==> src/memory_size_config_map.svh <==
/*
  Addresses, field positions, reset values and decode limits of the
  memory size configuration registers.
  Assumes a 16-bit CPU data address space and byte-wide register stores.
*/
// Operation
// - Memory size select is write-only, loaded by byte store at its address.
// - Reset loads memory size select with full program and fast RAM capacity.
// - Bits 3..0 select 8 to 60 Kbytes program memory; bit 4 is zero.
// - Bits 7..5 select 512 bytes (010) or 1024 bytes (110) fast RAM.
// - Program memory and fast RAM above the chosen capacity are disabled.
// - Expansion RAM size select is write-only, loaded by byte store.
// - Reset loads expansion RAM size select with the full 1024-byte code.
// - Bits 3..0: 1010 full, 1011 upper half, 1100 none; bits 7..4 zero.
// - Expansion RAM beyond the selected capacity is disabled.
`ifndef MEMORY_SIZE_CONFIG_MAP_SVH
`define MEMORY_SIZE_CONFIG_MAP_SVH

`define MEM_SIZE_SEL_ADDR 16'hfff0
`define EXT_SIZE_SEL_ADDR 16'hfff4
`define MEM_SIZE_SEL_RESET 8'hcf
`define EXT_SIZE_SEL_RESET 8'h0a

`define PROG_FIELD_MSB 3
`define PROG_FIELD_LSB 0
`define FAST_FIELD_MSB 7
`define FAST_FIELD_LSB 5
`define EXT_FIELD_MSB 3
`define EXT_FIELD_LSB 0
`define MEM_SIZE_WR_MASK 8'hef
`define EXT_SIZE_WR_MASK 8'h0f

`define FAST_CODE_1024 3'h6
`define FAST_CODE_512 3'h2
`define EXT_CODE_FULL 4'ha
`define EXT_CODE_HALF 4'hb
`define EXT_CODE_NONE 4'hc

`define FAST_MEM_TOP 16'hfeff
`define FAST_BASE_1024 16'hfb00
`define FAST_BASE_512 16'hfd00
`define EXT_BASE_FULL 16'hf400
`define EXT_BASE_HALF 16'hf600
`define EXT_MEM_TOP 16'hf7ff

`endif

==> src/memory_size_config_pkg.sv <==
/*
  Types shared by the memory size configuration block.
  Assumes the constants header is compiled alongside.
*/
package memory_size_config_pkg;

  typedef struct packed {
    logic en;
    logic byteOp;
    logic [15:0] addr;
    logic [7:0] data;
  } cpu_write_type;

  typedef enum logic [2:0] {
    EXT_FULL = 3'b001,
    EXT_HALF = 3'b010,
    EXT_OFF = 3'b100
  } ext_mode_type;

  typedef struct packed {
    logic [16:0] progLimit;
    logic [15:0] fastBase;
    logic [15:0] extBase;
    logic extOn;
  } capacity_type;

endpackage

==> src/memory_size_config_regs.sv <==
/*
  Write-only memory size configuration registers and the capacity
  qualifiers they drive for program fetch and data accesses.
  Assumes the CPU presents one store per cycle, synchronous to core_clk,
  and that the memory decoder ANDs its own selects with the hit outputs.
*/
`timescale 1ns/1ns
`default_nettype none
`include "memory_size_config_map.svh"

module memory_size_config_regs
  import memory_size_config_pkg::*;
(
  // Clock and reset
  input wire logic core_clk,
  input wire logic rst,
  // CPU store port
  input wire cpu_write_type cpuWr,
  // Access addresses to qualify
  input wire logic [15:0] fetchAddr,
  input wire logic [15:0] dataAddr,
  // Register contents
  output logic [7:0] memSizeSel,
  output logic [7:0] extSizeSel,
  // Decoded capacities
  output capacity_type capacity,
  output ext_mode_type extMode,
  // Access qualifiers
  output logic progHit,
  output logic fastMemHit,
  output logic extMemHit
);

  logic [7:0] memSizeSel_r;
  logic [7:0] memSizeSel_nxt;
  logic [7:0] extSizeSel_r;
  logic [7:0] extSizeSel_nxt;

  // Only byte stores at the exact address load a register
  wire logic byteStore = cpuWr.en & cpuWr.byteOp;
  wire logic memSelWr = byteStore & (cpuWr.addr == `MEM_SIZE_SEL_ADDR);
  wire logic extSelWr = byteStore & (cpuWr.addr == `EXT_SIZE_SEL_ADDR);

  // Fixed-zero bits are forced so stray ones never reach the decode
  wire logic [7:0] memSelMasked = cpuWr.data & `MEM_SIZE_WR_MASK;
  wire logic [7:0] extSelMasked = cpuWr.data & `EXT_SIZE_WR_MASK;

  assign memSizeSel_nxt = memSelWr ? memSelMasked : memSizeSel_r;
  assign extSizeSel_nxt = extSelWr ? extSelMasked : extSizeSel_r;

  always_ff @(posedge core_clk or posedge rst) begin
    if (rst) begin
      memSizeSel_r <= `MEM_SIZE_SEL_RESET;
      extSizeSel_r <= `EXT_SIZE_SEL_RESET;
    end else begin
      memSizeSel_r <= memSizeSel_nxt;
      extSizeSel_r <= extSizeSel_nxt;
    end
  end

  assign memSizeSel = memSizeSel_r;
  assign extSizeSel = extSizeSel_r;

  // Field extraction
  wire logic [3:0] progCode = memSizeSel_r[`PROG_FIELD_MSB:`PROG_FIELD_LSB];
  wire logic [2:0] fastCode = memSizeSel_r[`FAST_FIELD_MSB:`FAST_FIELD_LSB];
  wire logic [3:0] extCode = extSizeSel_r[`EXT_FIELD_MSB:`EXT_FIELD_LSB];

  // Program memory size is the code in 4-Kbyte units
  wire logic [16:0] progLimit = {1'b0, progCode, 12'h000};

  // Prohibited fast RAM codes fall back to the smaller size
  wire logic fastFull = (fastCode == `FAST_CODE_1024);
  wire logic [15:0] fastBase = fastFull ? `FAST_BASE_1024 : `FAST_BASE_512;

  // Prohibited expansion codes disable the expansion RAM
  wire logic extIsFull = (extCode == `EXT_CODE_FULL);
  wire logic extIsHalf = (extCode == `EXT_CODE_HALF);
  wire ext_mode_type extModeDec = extIsFull ? EXT_FULL :
                                  extIsHalf ? EXT_HALF : EXT_OFF;
  wire logic [15:0] extBase = extIsHalf ? `EXT_BASE_HALF : `EXT_BASE_FULL;
  wire logic extOn = extIsFull | extIsHalf;

  assign extMode = extModeDec;
  assign capacity.progLimit = progLimit;
  assign capacity.fastBase = fastBase;
  assign capacity.extBase = extBase;
  assign capacity.extOn = extOn;

  // Anything beyond the selected capacity is masked off
  assign progHit = ({1'b0, fetchAddr} < progLimit);
  assign fastMemHit = (dataAddr >= fastBase) & (dataAddr <= `FAST_MEM_TOP);
  assign extMemHit = extOn & (dataAddr >= extBase) & (dataAddr <= `EXT_MEM_TOP);

  logic pastRst_r;
  always_ff @(posedge core_clk or posedge rst) begin
    if (rst) begin
      pastRst_r <= 1'b1;
    end else begin
      pastRst_r <= 1'b0;
    end
  end
endmodule

`default_nettype wire

==> config.mk <==
export PLATFORM = sky130hd
export DESIGN_NAME = memory_size_config_regs
export DESIGN_NICKNAME = d
export VERILOG_FILES = /design/src/memory_size_config_pkg.sv /design/src/memory_size_config_regs.sv
export VERILOG_INCLUDE_DIRS = /design/src
export SDC_FILE = /design/constraint.sdc
export NUM_CORES = 1
export LEC_CHECK = 0
export BUFFER_PORTS_ARGS = -buffer_cell sky130_fd_sc_hd__buf_2
export CORE_MARGIN = 2
export CORE_UTILIZATION = 31
export CTS_BUF_LIST = sky130_fd_sc_hd__clkbuf_8
export DETAILED_ROUTE_END_ITERATION = 10
export PLACE_DENSITY = 0.78
export SLEW_MARGIN = 20
export SYNTH_ARGS = -nofsm -noshare
export SYNTH_HDL_FRONTEND = slang
export SYNTH_SLANG_ARGS = --single-unit
export TNS_END_PERCENT = 1
==> constraint.sdc <==
create_clock -name core_clk -period 1.54 [get_ports core_clk]
set_clock_uncertainty 0.05 [all_clocks]
set_input_delay 0 -clock core_clk [delete_from_list [all_inputs] [get_ports core_clk]]
set_output_delay 0 -clock core_clk [all_outputs]
set_load 0.02 [all_outputs]
==> impl_metrics.env, run 1 <==
export IMPL_clkSlewWorstSetupHoldPaths_ps=50
export IMPL_dieArea_mm2=0.004256
export IMPL_viasPerCell=3.812
export IMPL_drive_above_1_share_pct=54.11
export IMPL_cp_endpoint="extMemHit"
export IMPL_r2r_end="extSizeSel[2]"
export IMPL_cts_tree="done"
export IMPL_track_usage_pct=11.17
export IMPL_cp_max_fo=2
export IMPL_place_ws_ps=-183.4
export IMPL_endpoint_kind="output pin"
export IMPL_htreeDepth=1
export IMPL_nFillCells=378
export IMPL_cp_slowest_cell="dfstp_2"
export IMPL_status="finished with violations"
export IMPL_syn2layout_area_growth_pct=35.41
export IMPL_clk_latency_ps=230
export IMPL_report_final_setup_viol=3
export IMPL_die_w_um=65.24
export IMPL_die_h_um=65.24
export IMPL_hpwlAfterDp_mm=2.121
export IMPL_synth_cell_type_count=25
export IMPL_synthTopCellsByArea="buf_4, dfstp_2, mux2_4"
export IMPL_timing_final_crit_share_pct=126.0
export IMPL_r2r_slack_ps=600
export IMPL_ctsLongestPathBuffers=2
export IMPL_crit_chain="nand3b_1, inv_1, and2_4, ha_4, nand4b_1, a2111oi_4, buf_4"
export IMPL_finalHoldViolations=0
export IMPL_worstPathRequired_ps=1490
export IMPL_first_pass_iters=4
export IMPL_core_area_mm2=0.003633
export IMPL_nets=274
export IMPL_yosysSeqAreaShare_pct=24.54
export IMPL_drv_cap=0
export IMPL_routed_wl_mm=2.539
export IMPL_wire_per_inst_um=9.957
export IMPL_min_from="cpuWr[10]"
export IMPL_fmax_ghz=0.5156
export IMPL_numCtsBuffers=3
export IMPL_whs_path_depth=3
export IMPL_rsz0062_at_grt="yes"
export IMPL_first_iter_violations=10
export IMPL_finalMaxSlewViolations=0
export IMPL_yosysTopAreaCell="buf_4"
export IMPL_hp_class="input pin to flip-flop"
export IMPL_grt_max_degree=12
export IMPL_setup_ws_ps=-399.7
export IMPL_ir_drop_mv=0.1936
export IMPL_ant_nets=0
export IMPL_total_power_mw=0.7901
export IMPL_port_buffers=71
export IMPL_cp_startpoint="extSizeSel[1]"
export IMPL_syn_inst=124
export IMPL_multiInputGateArea_um2=633.1
export IMPL_p_leak_nw=0.9140
export IMPL_gr_total_overflow=0
export IMPL_regArea_um2=286.5
export IMPL_antenna_cells=0
export IMPL_min_period_ps=1940
export IMPL_p_per_area_mw_per_mm2=502.0
export IMPL_arrival_ps=1890
export IMPL_ys_seq_elements=11
export IMPL_start_util_pct=31.99
export IMPL_clock_sinks=11
export IMPL_ios=132
export IMPL_drc=0
export IMPL_num_rows=22
export IMPL_reg2reg_from="extSizeSel[2]"
export IMPL_clk_root_buffer_cell="clkbuf_8"
export IMPL_synth_top_area_share_pct=35.52
export IMPL_place_gp_congestion=0.7237
export IMPL_critPathLaunchType="flip-flop"
export IMPL_antenna_found_initial=0
export IMPL_yosys_warnings=0
export IMPL_avgSynthCellArea_um2=9.374
export IMPL_final_core_util_pct=43.32
export IMPL_path_class="flip-flop to output pin"
export IMPL_r2r_cells=2
export IMPL_grt_pass1_wl_mm=3.643
export IMPL_synth_area_mm2=0.001162
export IMPL_grt_pass1_vias=854
export IMPL_cpPeakStageDelay_ps=520
export IMPL_violations="setup timing"
export IMPL_dr_total_vias=972
==> state kept, by name (all words and copies together) (netlist names) <==
register    count
memSizeSel      7
extSizeSel      4
==> cell type report <==
class                      instances  area share [%]
multi-input combinational         95           40.22
timing repair buffer              90           33.23
sequential                        11           18.20
tap                               48           3.816
clock buffer                       3           2.623
inverter                           7           1.669
clock inverter                     1          0.2385
==> per-layer routing <==
metal	global-route usage, %	up-vias	share of wire, %
li1	-	472	-
met1	12.09	422	35
met2	20.66	73	51
met3	3.082	5	12
met4	3.906	0	1.3
met5	0	-	0
==> cell usage after synthesis <==
| master | count |
|---|---|
| nand2_1 | 5 |
| mux2_4 | 7 |
| nand4_1 | 4 |
| buf_4 | 55 |
| buf_6 | 1 |
| nor3_2 | 1 |
| nand3_1 | 1 |
| nor2_1 | 2 |
| a2111oi_2 | 1 |
| dfstp_2 | 8 |
| and2_1 | 2 |
| nand2b_1 | 2 |
| conb_1 | 2 |
| nand4b_1 | 1 |
| or2_2 | 1 |
| a21o_1 | 3 |
| nor4_1 | 2 |
| dfrtp_1 | 3 |
| a21oi_1 | 2 |
| nor3_1 | 2 |
| nand3b_1 | 1 |
| and4b_1 | 1 |
| inv_1 | 7 |
| mux2_2 | 4 |
| ha_1 | 6 |
==> repair_timing <==
action / CTS / global route
gates cloned: 0 / 0
setup endpoints to repair: 3 / 3
pin swaps: 1 / 1
setup buffers: 0 / 0
hold buffers: 8 / 0
gates resized for setup: 5 / 2
hold endpoints to repair: 14 / 0
==> cell usage in the layout (no fill, tap or decap), drive strengths merged, types with 4 or more instances in the layout <==
cell type	count
buf	82
nand4	4
inv	8
conb	47
mux2	11
ha	6
dfstp	8
dlygate4sd3	8
nand2	5
==> worst max-delay path: cells and delay by family, from the launching register on <==
kind | cells | cell delay [ps]
flip-flops | 1 | 520
buffers and inverters | 2 | 280
AO/OA/AOI/OAI | 1 | 320
adder cells (fa/ha/maj) | 1 | 120
AND/OR/NAND/NOR | 3 | 410
==> cell families after synthesis <==
| kind of cell | count (synthesis) | share of synthesized area (%) |
|---|---|---|
| buffers and inverters | 63 | 38.75 |
| AND/OR/NAND/NOR | 25 | 12.59 |
| multiplexers | 11 | 12.92 |
| flip-flops | 11 | 24.54 |
| AO/OA/AOI/OAI | 6 | 4.090 |
| adder cells (fa/ha/maj) | 6 | 6.458 |
| other | 2 | 0.6461 |
==> report_power, final <==
group          internal (mW)  leakage [nW]  total (mW)  switching [mW]
registers              0.291         0.123       0.291       0.0000363
logic                 0.0723         0.764       0.220           0.148
clock network          0.175        0.0269       0.279           0.104
==> stage by stage <==
stage               instance area [µm²]  hold WS [ps]  TNS (ps)  instances
global route                       1574         251.4     -1255        255
detailed placement                 1419        -36.85    -348.3        243
finish                             1574         207.9    -952.4        255
floorplan                          1345        -203.4    -860.3        169
CTS                                1568         211.5    -986.9        255
global placement                   1419        -45.14    -245.0        243
==> how the worst min path moves through the flow <==
stage	endpoint	slack [ps]
6_report	extSizeSel[0]	210
5_1_grt	extSizeSel[0]	250
4_1_cts	extSizeSel[2]	210
3_5_place_dp	memSizeSel[5]	-40
3_3_place_gp	extSizeSel[0]	-50
2_1_floorplan	extSizeSel[0]	-200
Note: power is estimated with default switching activity, not from simulation.
==> run 2, diff against run 1 <==
--- a/config.mk
+++ b/config.mk
@@ -6,7 +6,7 @@
 export SDC_FILE = /design/constraint.sdc
 export NUM_CORES = 1
 export LEC_CHECK = 0
-export BUFFER_PORTS_ARGS = -buffer_cell sky130_fd_sc_hd__buf_2
+export BUFFER_PORTS_ARGS = -buffer_cell sky130_fd_sc_hd__buf_4
 export CORE_MARGIN = 2
 export CORE_UTILIZATION = 31
 export CTS_BUF_LIST = sky130_fd_sc_hd__clkbuf_8
==> run 2 against run 1 <==
Compared with the run above: highest routed layer unchanged; setup slack improved by 20 ps; wire length grew 5.2%; the flow still finishes with violations (setup timing); fmax rose by 1.0%; global-route usage is 2.0 points higher; worst hold slack gained 8.9 ps; first-iteration DRC count shrank 30%; core utilization grew 5.1 points; die area stayed put; flip-flop and latch count is the same; sequential share of layout area is 1.9 points lower; cell area up 12%; via count is 0.82% higher.
==> impl_metrics.env, run 2 (synthesis gave the netlist of run 1 again) <==
export IMPL_cp_max_fo=2
export IMPL_grt_pass1_vias=961
export IMPL_place_ws_ps=-146.1
export IMPL_status="finished with violations"
export IMPL_drive_above_1_share_pct=54.07
export IMPL_final_core_util_pct=48.38
export IMPL_final_cell_mix="buf_4, conb_1, inv_1, dfstp_2, dlygate4sd3_1"
export IMPL_hpwlAfterDp_mm=2.219
export IMPL_p_leak_nw=0.9672
export IMPL_track_usage_pct=13.20
export IMPL_port_buffers=71
export IMPL_core_area_mm2=0.003633
export IMPL_clock_sinks=11
export IMPL_dr_total_vias=980
export IMPL_num_rows=22
export IMPL_largest_reg_flops=7
export IMPL_die_w_um=65.24
export IMPL_p_seq_share_pct=35.6
export IMPL_numCtsBuffers=3
export IMPL_fin_area_mm2=0.001758
export IMPL_syn2layout_area_growth_pct=51.24
export IMPL_drc=0
export IMPL_placed_area_mm2=0.001612
export IMPL_path_class="flip-flop to output pin"
export IMPL_die_h_um=65.24
export IMPL_arrival_ps=1870
export IMPL_finalMaxSlewViolations=0
export IMPL_nets=276
export IMPL_drv_cap=0
export IMPL_ir_drop_mv=0.2505
export IMPL_worstPathRequired_ps=1490
export IMPL_antenna_found_initial=0
export IMPL_place_gp_congestion=0.6794
export IMPL_report_final_setup_viol=3
export IMPL_clk_root_buffer_cell="clkbuf_8"
export IMPL_ios=132
export IMPL_power_report_internal_total_mw=0.5690
export IMPL_violations="setup timing"
export IMPL_r2r_slack_ps=590
export IMPL_mostFrequentLayoutCell="buf_4"
export IMPL_viasPerCell=3.813
export IMPL_p_comb_share_pct=30.8
export IMPL_critPathLaunchType="flip-flop"
export IMPL_post_cts_buffers=0
export IMPL_rsz0062_at_grt="yes"
export IMPL_pwr_share_clk_pct=33.6
export IMPL_clkSlewWorstSetupHoldPaths_ps=50
export IMPL_total_power_mw=0.8170
export IMPL_hp_class="input pin to flip-flop"
export IMPL_fmax_ghz=0.5209
export IMPL_ant_nets=0
export IMPL_routed_wl_mm=2.672
export IMPL_clk_latency_ps=230
export IMPL_wire_per_inst_um=10.40
export IMPL_finalHoldViolations=0
export IMPL_timing_final_crit_share_pct=124.7
export IMPL_antenna_cells=0
export IMPL_endpoint_kind="output pin"
export IMPL_whs_ps=216.8
export IMPL_cts_tree="done"
export IMPL_setup_ws_ps=-379.6
export IMPL_p_per_area_mw_per_mm2=464.8
export IMPL_htreeDepth=1
export IMPL_first_pass_iters=2
export IMPL_first_iter_violations=7
export IMPL_ctsLongestPathBuffers=2
export IMPL_p_switching_mw=0.2480
export IMPL_dieArea_mm2=0.004256
export IMPL_grt_max_degree=12
export IMPL_min_period_ps=1920
export IMPL_swShare_pct=30.35
export IMPL_gr_total_overflow=0
export IMPL_start_util_pct=31.99
export IMPL_grt_pass1_wl_mm=4.188
==> run 2: changes by cell type in the layout (fill, tap and decap cells not counted), sizes merged <==
| cell | before | now |
|---|---|---|
| buf | 82 | 84 |
==> run 2: metrics by stage <==
step	instances	TNS (ps)
3_5_place_dp	245	-283.2
5_1_grt	257	-1114
6_report	257	-773.1
2_1_floorplan	169	-860.3
3_3_place_gp	245	-220.9
4_1_cts	257	-814.9
==> run 2: area by class of cell <==
class | count | area, µm²
clock buffers | 3 | 41.29
clock inverters | 1 | 3.754
inverters | 7 | 26.28
flip-flops and latches | 11 | 286.5
repair buffers | 92 | 710.7
fillers | 353 | 1876
multi-input cells | 95 | 629.4
well taps | 48 | 60.06
==> run 2: critical path: stages (launching register included) <==
cell and delay, ps:
dfstp_2 530, nand3b_1 110, inv_1 90, and2_4 150
ha_1 110, nand4b_1 140, a2111oi_4 310, buf_4 190
==> run 2: power groups by stage <==
stage	Sequential [mW]	Clock (mW)	Combinational [mW]
6_report	0.291	0.275	0.251
5_1_grt	0.290	0.309	0.274
4_1_cts	0.291	0.287	0.250
3_5_place_dp	0.295	0	0.230
3_3_place_gp	0.295	0	0.226
2_1_floorplan	0.295	0	0.220
==> run 2: worst paths after layout <==
check / endpoint / depth (start not counted) / startpoint
worst max-delay path: extMemHit / 7 / extSizeSel[3]
worst min-delay path: extSizeSel[2] / 3 / cpuWr[10]
worst max register to register: extSizeSel[2] / 2 / extSizeSel[2]
worst min register to register: memSizeSel[5] / 2 / memSizeSel[5]
max in group asynchronous: memSizeSel[2] / 3 / rst
min in group asynchronous: memSizeSel[5] / 3 / rst
==> run 2: repair_timing <==
item | in CTS | in global routing
pin swaps | 3 | 0
resized for setup | 4 | 0
hold buffers | 8 | 0
setup endpoints to repair | 3 | 3
endpoints found under the hold margin | 14 | 0
==> run 2: per-layer routing <==
layer	up-vias	track usage [%]	routed length, µm
met3	6	4.966	339
met5	-	0	0
met4	0	7.552	78
met2	74	22.70	1342
met1	424	13.69	911
li1	476	-	-
